==> config.mk <==
export PLATFORM = sky130hd
export DESIGN_NAME = async_display_serial_port
export DESIGN_NICKNAME = d
export VERILOG_FILES = /design/src/rtl/serial_display_pkg.sv /design/src/rtl/async_display_serial_port.sv
export VERILOG_INCLUDE_DIRS = /design/src /design/src/rtl
export SDC_FILE = /design/constraint.sdc
export NUM_CORES = 1
export LEC_CHECK = 0
export ABC_AREA = 1
export BUFFER_PORTS_ARGS = -buffer_cell sky130_fd_sc_hd__buf_2
export CORE_MARGIN = 1
export CORE_UTILIZATION = 40
export CTS_CLUSTER_SIZE = 40
export DETAILED_ROUTE_END_ITERATION = 6
export PLACE_DENSITY = 0.6
export SLEW_MARGIN = 30
export SYNTH_ARGS = -nofsm -noshare
export SYNTH_HDL_FRONTEND = slang
export SYNTH_HIERARCHICAL = 1
export SYNTH_SLANG_ARGS = --single-unit
==> constraint.sdc <==
create_clock -name mclk -period 39.4 [get_ports mclk]
set_clock_uncertainty 0.05 [all_clocks]
set_input_delay 11.82 -clock mclk [delete_from_list [all_inputs] [get_ports mclk]]
set_output_delay 11.82 -clock mclk [all_outputs]
set_load 0.01 [all_outputs]
==> src/rtl/serial_display_defs.svh <==
`ifndef SERIAL_DISPLAY_DEFS_SVH
`define SERIAL_DISPLAY_DEFS_SVH
`define DATA_W        16
`define SET_W         8
`define PRE_LEN_W     4
`define FIFO_DEPTH    8
`define IDX_W         5
// fifo entry layout
`define F_RS          16
`define F_READ        17
`define F_DISP        18
`define F_LAST        19
`define F_W           20
// polarity bits: set means active high cs, inverted clock, inverted rs
`define POL_CS        0
`define POL_CLK       1
`define POL_RS        2
// reset values and start index of each data word
`define RST_CYC       9'h000
`define RST_IDX       5'h00
`define RST_WORD      16'h0000
`define LAST_DATA_IDX 5'h0F
`endif

==> src/rtl/serial_display_pkg.sv <==
package serial_display_pkg;
  typedef enum logic [1:0] {
    MODE_3W,
    MODE_4W,
    MODE_5W_CLK,
    MODE_5W_CS
  } link_mode_t;

  typedef enum logic [2:0] {
    ST_IDLE,
    ST_PRE,
    ST_HDR,
    ST_DATA,
    ST_WAIT,
    ST_GAP
  } seq_state_t;
endpackage : serial_display_pkg

==> src/rtl/async_display_serial_port.sv <==
// What this block does
// [RL1] read bit period: ceil(read period/base)
// [RL2] write bit period: ceil(write period/base)
// [RL3] read clock edges in half cycles
// [RL4] write clock edges in half cycles
// [RL5] settings held; sample point ceil whole cycles
// [RL6] four link variants: 3w, 4w, two 5w
// [RL7] 3-wire: one shared data line plus output enable
// [RL8] 4-wire: separate in/out lines, no sharing
// [RL9] optional preamble, configurable length and value
// [RL10] rw and rs header bits, configurable order
// [RL11] rw header bit can be disabled
// [RL12] header followed by word or burst
// [RL13] separate framing settings per display
// [RL14] 5-wire rs changes only at word boundaries
// [RL15] active-low cs, straight clock when configured
// [RL16] polarity register selects control polarities
// [RL17] msb first, one bit per clock, cs held
// [RL18] cs released after last word, wait request
`timescale 1ns/1ns
`include "serial_display_defs.svh"

module word_fifo #(
  parameter int WIDTH = `F_W,
  parameter int DEPTH = `FIFO_DEPTH
) (
  input  wire logic             mclk,
  input  wire logic             reset,
  // fill side
  input  wire logic             in_valid,
  output logic                  in_ready,
  input  wire logic [WIDTH-1:0] in_data,
  // drain side
  output logic                  out_valid,
  input  wire logic             out_ready,
  output logic [WIDTH-1:0]      out_data
);
  localparam int AW = $clog2(DEPTH);
  logic [WIDTH-1:0] mem_q [DEPTH];
  logic [AW-1:0]    wr_q;
  logic [AW-1:0]    rd_q;
  logic [AW:0]      cnt_q;
  logic             push;
  logic             pop;

  assign in_ready  = (cnt_q != (AW+1)'(DEPTH));
  assign out_valid = (cnt_q != '0);
  assign out_data  = mem_q[rd_q];
  assign push      = in_valid && in_ready;
  assign pop       = out_valid && out_ready;

  always_ff @(posedge mclk)
  begin
    if (push)
      mem_q[wr_q] <= in_data;
  end

  always_ff @(posedge mclk)
  begin
    if (reset)
    begin
      wr_q  <= '0;
      rd_q  <= '0;
      cnt_q <= '0;
    end
    else
    begin
      if (push)
        wr_q <= (wr_q == AW'(DEPTH-1)) ? '0 : wr_q + AW'(1);
      if (pop)
        rd_q <= (rd_q == AW'(DEPTH-1)) ? '0 : rd_q + AW'(1);
      cnt_q <= cnt_q + (AW+1)'(push) - (AW+1)'(pop);
    end
  end
endmodule : word_fifo

module async_display_serial_port (
  // clock and reset
  input  wire logic                         mclk,
  input  wire logic                         reset,
  // word stream in
  input  wire logic                         in_valid,
  output logic                              in_ready,
  input  wire logic [`DATA_W-1:0]           in_data,
  input  wire logic                         in_rs,
  input  wire logic                         in_read,
  input  wire logic                         in_disp,
  input  wire logic                         in_last,
  // read data out
  output logic                              rd_valid,
  output logic [`DATA_W-1:0]                rd_data,
  output logic                              rd_disp,
  // timing settings, index 0 is display 1
  input  wire logic [`SET_W-1:0]            base_clock_period_setting,
  input  wire logic [1:0][`SET_W-1:0]       read_cycle_period_setting,
  input  wire logic [1:0][`SET_W-1:0]       write_cycle_period_setting,
  input  wire logic [1:0][`SET_W-1:0]       read_fall_time_setting,
  input  wire logic [1:0][`SET_W-1:0]       read_rise_time_setting,
  input  wire logic [1:0][`SET_W-1:0]       write_fall_time_setting,
  input  wire logic [1:0][`SET_W-1:0]       write_rise_time_setting,
  input  wire logic [1:0][`SET_W-1:0]       read_sample_point_setting,
  // framing settings per display, polarity shared by both
  input  wire logic [1:0][1:0]              link_mode,
  input  wire logic [1:0][`PRE_LEN_W-1:0]   preamble_length,
  input  wire logic [1:0][`DATA_W-1:0]      preamble_value,
  input  wire logic [1:0]                   rw_bit_enable,
  input  wire logic [1:0]                   rw_bit_first,
  input  wire logic [2:0]                   display_signal_polarity,
  // status
  output logic                              busy,
  // display pins
  output logic [1:0]                        display_chip_select,
  output logic                              serial_display_clock,
  output logic                              serial_data_out_internal,
  output logic                              serial_data_output_enable_n,
  input  wire logic                         serial_data_in_internal,
  output logic                              register_select_bit
);
  serial_display_pkg::seq_state_t state_q;
  serial_display_pkg::link_mode_t mode;
  logic [`F_W-1:0]     fifo_data;
  logic [`F_W-1:0]     ent_q;
  logic                fifo_valid;
  logic                take;
  logic                disp;
  logic                reading;
  logic [8:0]          cyc_q;
  logic [`IDX_W-1:0]   idx_q;
  logic [8:0]          per_c;
  logic [9:0]          rise_h;
  logic [9:0]          fall_h;
  logic [8:0]          samp_c;
  logic                bit_end;
  logic                in_frame;
  logic                bit_val;
  logic [`IDX_W-1:0]   hdr_top;
  logic [`IDX_W-1:0]   pre_top;
  logic                sdi_s1_q;
  logic                sdi_s2_q;
  logic                sdi_s3_q;
  logic                sdi_q;
  logic [`DATA_W-1:0]  rd_sh_q;
  logic                clk_a_q;
  logic                clk_b_q;
  logic                clk_n_q;
  logic [1:0]          cs_q;
  logic                sdo_q;
  logic                oe_n_q;
  logic                rs_q;

  function automatic logic [9:0] ceil_div(input logic [9:0] num, input logic [`SET_W-1:0] den);
    logic [10:0] d;
    logic [10:0] s;
    d = (den == '0) ? 11'h001 : {3'h0, den};
    s = {1'b0, num} + d - 11'h001;
    ceil_div = 10'(s / d);
  endfunction : ceil_div

  function automatic logic clk_level(input logic [9:0] h, input logic [9:0] r,
                                     input logic [9:0] f, input logic act);
    clk_level = !(act && (h >= r) && (h < f));
  endfunction : clk_level

  word_fifo #(.WIDTH(`F_W), .DEPTH(`FIFO_DEPTH)) u_fifo (
    .mclk      (mclk),
    .reset     (reset),
    .in_valid  (in_valid),
    .in_ready  (in_ready),
    .in_data   ({in_last, in_disp, in_read, in_rs, in_data}),
    .out_valid (fifo_valid),
    .out_ready (take),
    .out_data  (fifo_data)
  );

  // [RL13] per-display selection
  assign disp    = ent_q[`F_DISP];
  assign mode    = serial_display_pkg::link_mode_t'(link_mode[disp]);
  assign reading = (state_q == serial_display_pkg::ST_DATA) && ent_q[`F_READ];
  assign hdr_top = rw_bit_enable[disp] ? 5'h01 : 5'h00;
  assign pre_top = `IDX_W'(preamble_length[fifo_data[`F_DISP]]) - 5'h01;

  // [RL1] [RL2] bit period by direction
  always_comb
  begin
    per_c = 9'(ceil_div(reading ? {2'b00, read_cycle_period_setting[disp]}
                                : {2'b00, write_cycle_period_setting[disp]},
                        base_clock_period_setting));
    if (per_c == 9'h000)
      per_c = 9'h001;
  end

  // [RL3] [RL4] edges in half periods
  assign rise_h = ceil_div(reading ? {1'b0, read_rise_time_setting[disp], 1'b0}
                                   : {1'b0, write_rise_time_setting[disp], 1'b0},
                           base_clock_period_setting);
  assign fall_h = ceil_div(reading ? {1'b0, read_fall_time_setting[disp], 1'b0}
                                   : {1'b0, write_fall_time_setting[disp], 1'b0},
                           base_clock_period_setting);

  // [RL5] sample point in whole cycles
  always_comb
  begin
    samp_c = 9'(ceil_div({2'b00, read_sample_point_setting[disp]},
                         base_clock_period_setting));
    if (samp_c >= per_c)
      samp_c = per_c - 9'h001;
  end

  assign in_frame = (state_q == serial_display_pkg::ST_PRE) ||
                    (state_q == serial_display_pkg::ST_HDR) ||
                    (state_q == serial_display_pkg::ST_DATA);
  assign bit_end  = in_frame && (cyc_q == per_c - 9'h001);
  assign take     = fifo_valid && ((state_q == serial_display_pkg::ST_IDLE) ||
                    (state_q == serial_display_pkg::ST_WAIT) ||
                    (state_q == serial_display_pkg::ST_DATA && bit_end &&
                     idx_q == '0 && !ent_q[`F_LAST]));
  assign busy     = (state_q != serial_display_pkg::ST_IDLE);

  // [RL10] [RL11] header bit order and suppression
  always_comb
  begin
    case (state_q)
      serial_display_pkg::ST_PRE:
        bit_val = preamble_value[disp][idx_q[3:0]];
      serial_display_pkg::ST_HDR:
        if (rw_bit_enable[disp] && ((idx_q == 5'h01) == rw_bit_first[disp]))
          bit_val = ent_q[`F_READ];
        else
          bit_val = ent_q[`F_RS];
      serial_display_pkg::ST_DATA:
        bit_val = ent_q[idx_q[3:0]];
      default:
        bit_val = 1'b0;
    endcase
  end

  // bit cell counter
  always_ff @(posedge mclk)
  begin
    if (reset || !in_frame || bit_end)
      cyc_q <= `RST_CYC;
    else
      cyc_q <= cyc_q + 9'h001;
  end

  // [RL9] [RL12] [RL17] [RL18] frame sequencer
  always_ff @(posedge mclk)
  begin
    if (reset)
    begin
      state_q <= serial_display_pkg::ST_IDLE;
      idx_q   <= `RST_IDX;
      ent_q   <= '0;
    end
    else
    begin
      if (take)
        ent_q <= fifo_data;
      case (state_q)
        serial_display_pkg::ST_IDLE:
          if (fifo_valid)
          begin
            if (preamble_length[fifo_data[`F_DISP]] != '0)
            begin
              state_q <= serial_display_pkg::ST_PRE;
              idx_q   <= pre_top;
            end
            else
            begin
              state_q <= serial_display_pkg::ST_HDR;
              idx_q   <= rw_bit_enable[fifo_data[`F_DISP]] ? 5'h01 : 5'h00;
            end
          end
        serial_display_pkg::ST_PRE:
          if (bit_end)
          begin
            state_q <= (idx_q == '0) ? serial_display_pkg::ST_HDR : state_q;
            idx_q   <= (idx_q == '0) ? hdr_top : idx_q - 5'h01;
          end
        serial_display_pkg::ST_HDR:
          if (bit_end)
          begin
            state_q <= (idx_q == '0) ? serial_display_pkg::ST_DATA : state_q;
            idx_q   <= (idx_q == '0) ? `LAST_DATA_IDX : idx_q - 5'h01;
          end
        serial_display_pkg::ST_DATA:
          if (bit_end)
          begin
            idx_q <= (idx_q == '0) ? `LAST_DATA_IDX : idx_q - 5'h01;
            if (idx_q == '0 && ent_q[`F_LAST])
              state_q <= serial_display_pkg::ST_GAP;
            else if (idx_q == '0 && !fifo_valid)
              state_q <= serial_display_pkg::ST_WAIT;
          end
        serial_display_pkg::ST_WAIT:
          if (fifo_valid)
            state_q <= serial_display_pkg::ST_DATA;
        serial_display_pkg::ST_GAP:
          state_q <= serial_display_pkg::ST_IDLE;
        default:
          state_q <= serial_display_pkg::ST_IDLE;
      endcase
    end
  end

  // data input pin: three stages, change counts when last two agree
  always_ff @(posedge mclk)
  begin
    if (reset)
    begin
      sdi_s1_q <= 1'b0;
      sdi_s2_q <= 1'b0;
      sdi_s3_q <= 1'b0;
      sdi_q    <= 1'b0;
    end
    else
    begin
      sdi_s1_q <= serial_data_in_internal;
      sdi_s2_q <= sdi_s1_q;
      sdi_s3_q <= sdi_s2_q;
      if (sdi_s2_q == sdi_s3_q)
        sdi_q <= sdi_s3_q;
    end
  end

  // [RL5] read capture at sample point, msb first
  always_ff @(posedge mclk)
  begin
    if (reset)
    begin
      rd_sh_q  <= `RST_WORD;
      rd_data  <= `RST_WORD;
      rd_valid <= 1'b0;
      rd_disp  <= 1'b0;
    end
    else
    begin
      rd_valid <= reading && bit_end && (idx_q == '0);
      if (reading && cyc_q == samp_c)
        rd_sh_q <= {rd_sh_q[`DATA_W-2:0], sdi_q};
      if (reading && bit_end && idx_q == '0)
      begin
        rd_data <= (samp_c == per_c - 9'h001) ? {rd_sh_q[`DATA_W-2:0], sdi_q} : rd_sh_q;
        rd_disp <= disp;
      end
    end
  end

  // [RL6] [RL7] [RL8] [RL14] [RL15] [RL16] pin drivers
  always_ff @(posedge mclk)
  begin
    if (reset)
    begin
      cs_q    <= {2{!display_signal_polarity[`POL_CS]}};
      sdo_q   <= 1'b0;
      oe_n_q  <= 1'b1;
      rs_q    <= 1'b0;
      clk_a_q <= 1'b1;
      clk_b_q <= 1'b1;
    end
    else
    begin
      for (int i = 0; i < 2; i++)
        cs_q[i] <= ((in_frame || state_q == serial_display_pkg::ST_WAIT) && disp == i[0])
                   ^ !display_signal_polarity[`POL_CS];
      sdo_q   <= in_frame && !reading && bit_val;
      oe_n_q  <= (mode == serial_display_pkg::MODE_3W) ? !(in_frame && !reading) : 1'b0;
      if ((mode == serial_display_pkg::MODE_5W_CLK || mode == serial_display_pkg::MODE_5W_CS)
          && state_q == serial_display_pkg::ST_DATA && cyc_q == 9'h000 && idx_q == `LAST_DATA_IDX)
        rs_q  <= ent_q[`F_RS] ^ display_signal_polarity[`POL_RS];
      clk_a_q <= clk_level({cyc_q, 1'b0}, rise_h, fall_h, in_frame)
                 ^ display_signal_polarity[`POL_CLK] ^ clk_n_q;
      clk_b_q <= clk_level({cyc_q, 1'b1}, rise_h, fall_h, in_frame)
                 ^ display_signal_polarity[`POL_CLK];
    end
  end

  // second half of each cycle carries the odd half-period level
  // pin is the xor of both flops: one flop moves per edge, so no glitch
  always_ff @(negedge mclk)
  begin
    if (reset)
      clk_n_q <= 1'b0;
    else
      clk_n_q <= clk_b_q ^ clk_a_q;
  end

  assign serial_display_clock        = clk_a_q ^ clk_n_q;
  assign display_chip_select         = cs_q;
  assign serial_data_out_internal    = sdo_q;
  assign serial_data_output_enable_n = oe_n_q;
  assign register_select_bit         = rs_q;
endmodule : async_display_serial_port

==> run metrics <==
post-layout instance area=a little under 30,000 sq um; Post-DP Area=approximately 29,000 sq um; RSZ-0062 raised after global routing=false; Setup Fix Bufs, Post-CTS=0; pin count of the biggest net entering global routing=roughly 80; ys async rst share=0%; DPL Wire Length=a little under 60,000 um; Final Cycle Share=90.2%; crit path launch type=input port; # diodes=0; row count=94; Yosys top cell area share=17.8%; drt pass-1 iters=5; CP max stage delay=approximately 0.66 ns; CP endpoint kind=flop; Worst-Margin Slew=~0.9 ns; Worst EP arrival=~36 ns; # resized after CTS=0; DIE WIDTH=262 um; slowest CP cell=nor2_1; DR DRC count=0; Final min period=35.54 ns; Finished Layout Cells=slightly above 5,000; max-cap viol count=0; Routed Antenna Nets=0; initial antenna violation count=5; Hold Crit Class=reg2reg; sequential-to-total area share from yosys stat=about a quarter; Max-slew headroom=approximately two fifths; CTS clk-pin slew, worst paths=about 0.060 ns; CORE AREA=around 66,000 sq um; critical setup path kind=in2reg; clk_lat worst skew=~0.58 ns; crit path buf inv count=20; CTS Root Cell=clkbuf_16; hold-fix buffer count after cts=0; GP Congestion=roughly 0.94; count of final hold-check violations=0; gr usage total=22.2%; Syn-to-layout area delta=9.89%; top_reg_cell synth=edfxtp_1; Slew Viols, Final=0; Area contributors post-synth=edfxtp_1, ha_1, nand2_1, inv_1, dfxtp_1; die area=between 60,000 and 70,000 sq um; CTS sink cnt=256; family with the most delay on the worst path=compound AO/OA/AOI/OAI gates; crit-path max FO=17; I/O Buffers=220; H-tree levels=1; most frequent cell after synthesis=nand2_1; Yosys top cell by area=edfxtp_1; grt total ovfl=0; worst endpoint required time=around 40 ns; endpoints failing setup=0; die span in y=approximately 260 um; Post-synth EDFFs=160; Initial DRC Count=between 1,000 and 1,500; synth warn=6; WL final=77,400 um; DR WL/cell=about 15 um; Mapped Cells=3,974; Via density=4.97; crit-path most repeated cell=nand2_1; number of synthesized register bits=around 260; mean area per synthesized cell=6.81 sq um; outcome=finished clean; I/O pin count=221; post-synth cell types=63; nets@finish=approximately 4,700; vias in the first global route=between 20,000 and 25,000; Util after Layout=between 40% and 50%; clk buf depth=3; via count=25,000; number of CTS-inserted buffers=24; Starting Density=about two fifths; CTS tree=done; placed cell count=about 5,000; Mapped Area=~27,000 sq um; global-route wire length before repair=~120,000 um; layout cell share with drive strength beyond 1=10.8%; Max Fclk=~0.028 GHz; post-route setup TNS=0 ns; synth cell count leaders=nand2_1, inv_1, ha_1; synthesized net count=about 4,500
==> sequential cells by signal, summed over array words and instances, names as in the netlist, 2 cells and up, named ones only <==
signal	cells
u_fifo/mem_q	160
ent_q	20
rd_data	16
rd_sh_q	16
cyc_q	9
idx_q	5
u_fifo/cnt_q	4
state_q	3
u_fifo/rd_q	3
u_fifo/wr_q	3
display_chip_select	2
==> metrics by stage <==
step                      setup WS, ns  hold slack [ns]
after global placement            3.76            0.340
final                             3.86            0.354
after floorplan                   6.99            0.338
after detailed placement          3.67            0.345
after CTS                         4.15            0.354
after global routing              1.06            0.405
==> layout make-up <==
class / count / area (sq um)
Fill cell: 6985 / 36600
Multi-Input combinational cell: 2974 / 17400
Sequential cell: 256 / 6730
Inverter: 642 / 2420
Timing Repair Buffer: 251 / 1330
Tap cell: 864 / 1080
Clock buffer: 33 / 656
Clock inverter: 12 / 92.6
==> worst paths after layout <==
path	to	depth (start not counted)	startpoint	slack, ns
worst min-delay path	sdi_s2_q$_SDFF_PP0_	2	sdi_s1_q$_SDFF_PP0_	0.35
worst max register to register	rd_data[11]$_SDFFE_PP0P_	144	ent_q[18]$_SDFFE_PP0P_	14.43
worst min register to register	sdi_s2_q$_SDFF_PP0_	2	sdi_s1_q$_SDFF_PP0_	0.35
worst max-delay path	rd_data[11]$_SDFFE_PP0P_	146	base_clock_period_setting[7]	3.86
==> cells in the final DEF (no fill, tap or decap), types with 10 or more instances in the layout <==
| cell | synthesis | routed |
|---|---|---|
| or2_2 | 46 | 46 |
| nor2_1 | 317 | 317 |
| clkbuf_16 | 0 | 25 |
| buf_2 | 30 | 220 |
| a21o_1 | 35 | 35 |
| edfxtp_1 | 160 | 160 |
| nand3_1 | 305 | 305 |
| xor2_1 | 88 | 88 |
| nor4_1 | 10 | 10 |
| nand2_1 | 1077 | 1077 |
| ha_1 | 348 | 348 |
| nand4_1 | 31 | 31 |
| nor2_4 | 10 | 11 |
| inv_2 | 15 | 17 |
| mux2i_1 | 13 | 13 |
| dfxtp_1 | 96 | 94 |
| nand2_2 | 27 | 27 |
| o211ai_1 | 14 | 14 |
| nor2_2 | 18 | 17 |
| a211oi_1 | 11 | 11 |
| clkinv_1 | 4 | 10 |
| o21ai_1 | 12 | 13 |
| nor3_1 | 24 | 16 |
| nand3_2 | 13 | 13 |
| inv_1 | 621 | 618 |
| o21bai_1 | 25 | 25 |
| o21ai_0 | 245 | 244 |
| xnor2_1 | 78 | 78 |
| buf_4 | 5 | 31 |
| a21oi_1 | 128 | 128 |
| and2_1 | 10 | 10 |
==> worst reg2reg max path: cells and delay by family, from the launching register on <==
kind | cells | cell delay [ns]
DFF | 1 | 0.77
and+or+nand+nor | 67 | 7.74
buffers and inverters | 20 | 3.70
AOI/OAI and AO/OA | 42 | 8.39
adders and majority gates | 15 | 4.19
==> metal layers <==
metal	GRT usage [%]	vias to the layer above	part of all wire, %
met3	2.73	112	5.1
met1	27.7	11200	45
met2	40.0	501	47
li1	-	13200	-
met4	6.10	6	2.6
met5	0	-	0.041
==> cell families (layout without fill, tap and decap cells) <==
group | Yosys count | count (layout) | synth area share, %
AND/OR/NAND/NOR | 1921 | 1921 | 30.9
buffers and inverters | 744 | 938 | 10.9
AO/OA/AOI/OAI | 520 | 520 | 11.0
adder cells (fa/ha/maj) | 353 | 353 | 16.5
flip-flops | 256 | 256 | 24.9
XOR/XNOR | 167 | 167 | 5.46
multiplexers | 13 | 13 | 0.481
Power is not shown: default switching activity piles up to over one toggle a cycle in this logic, so the estimate is an artifact.
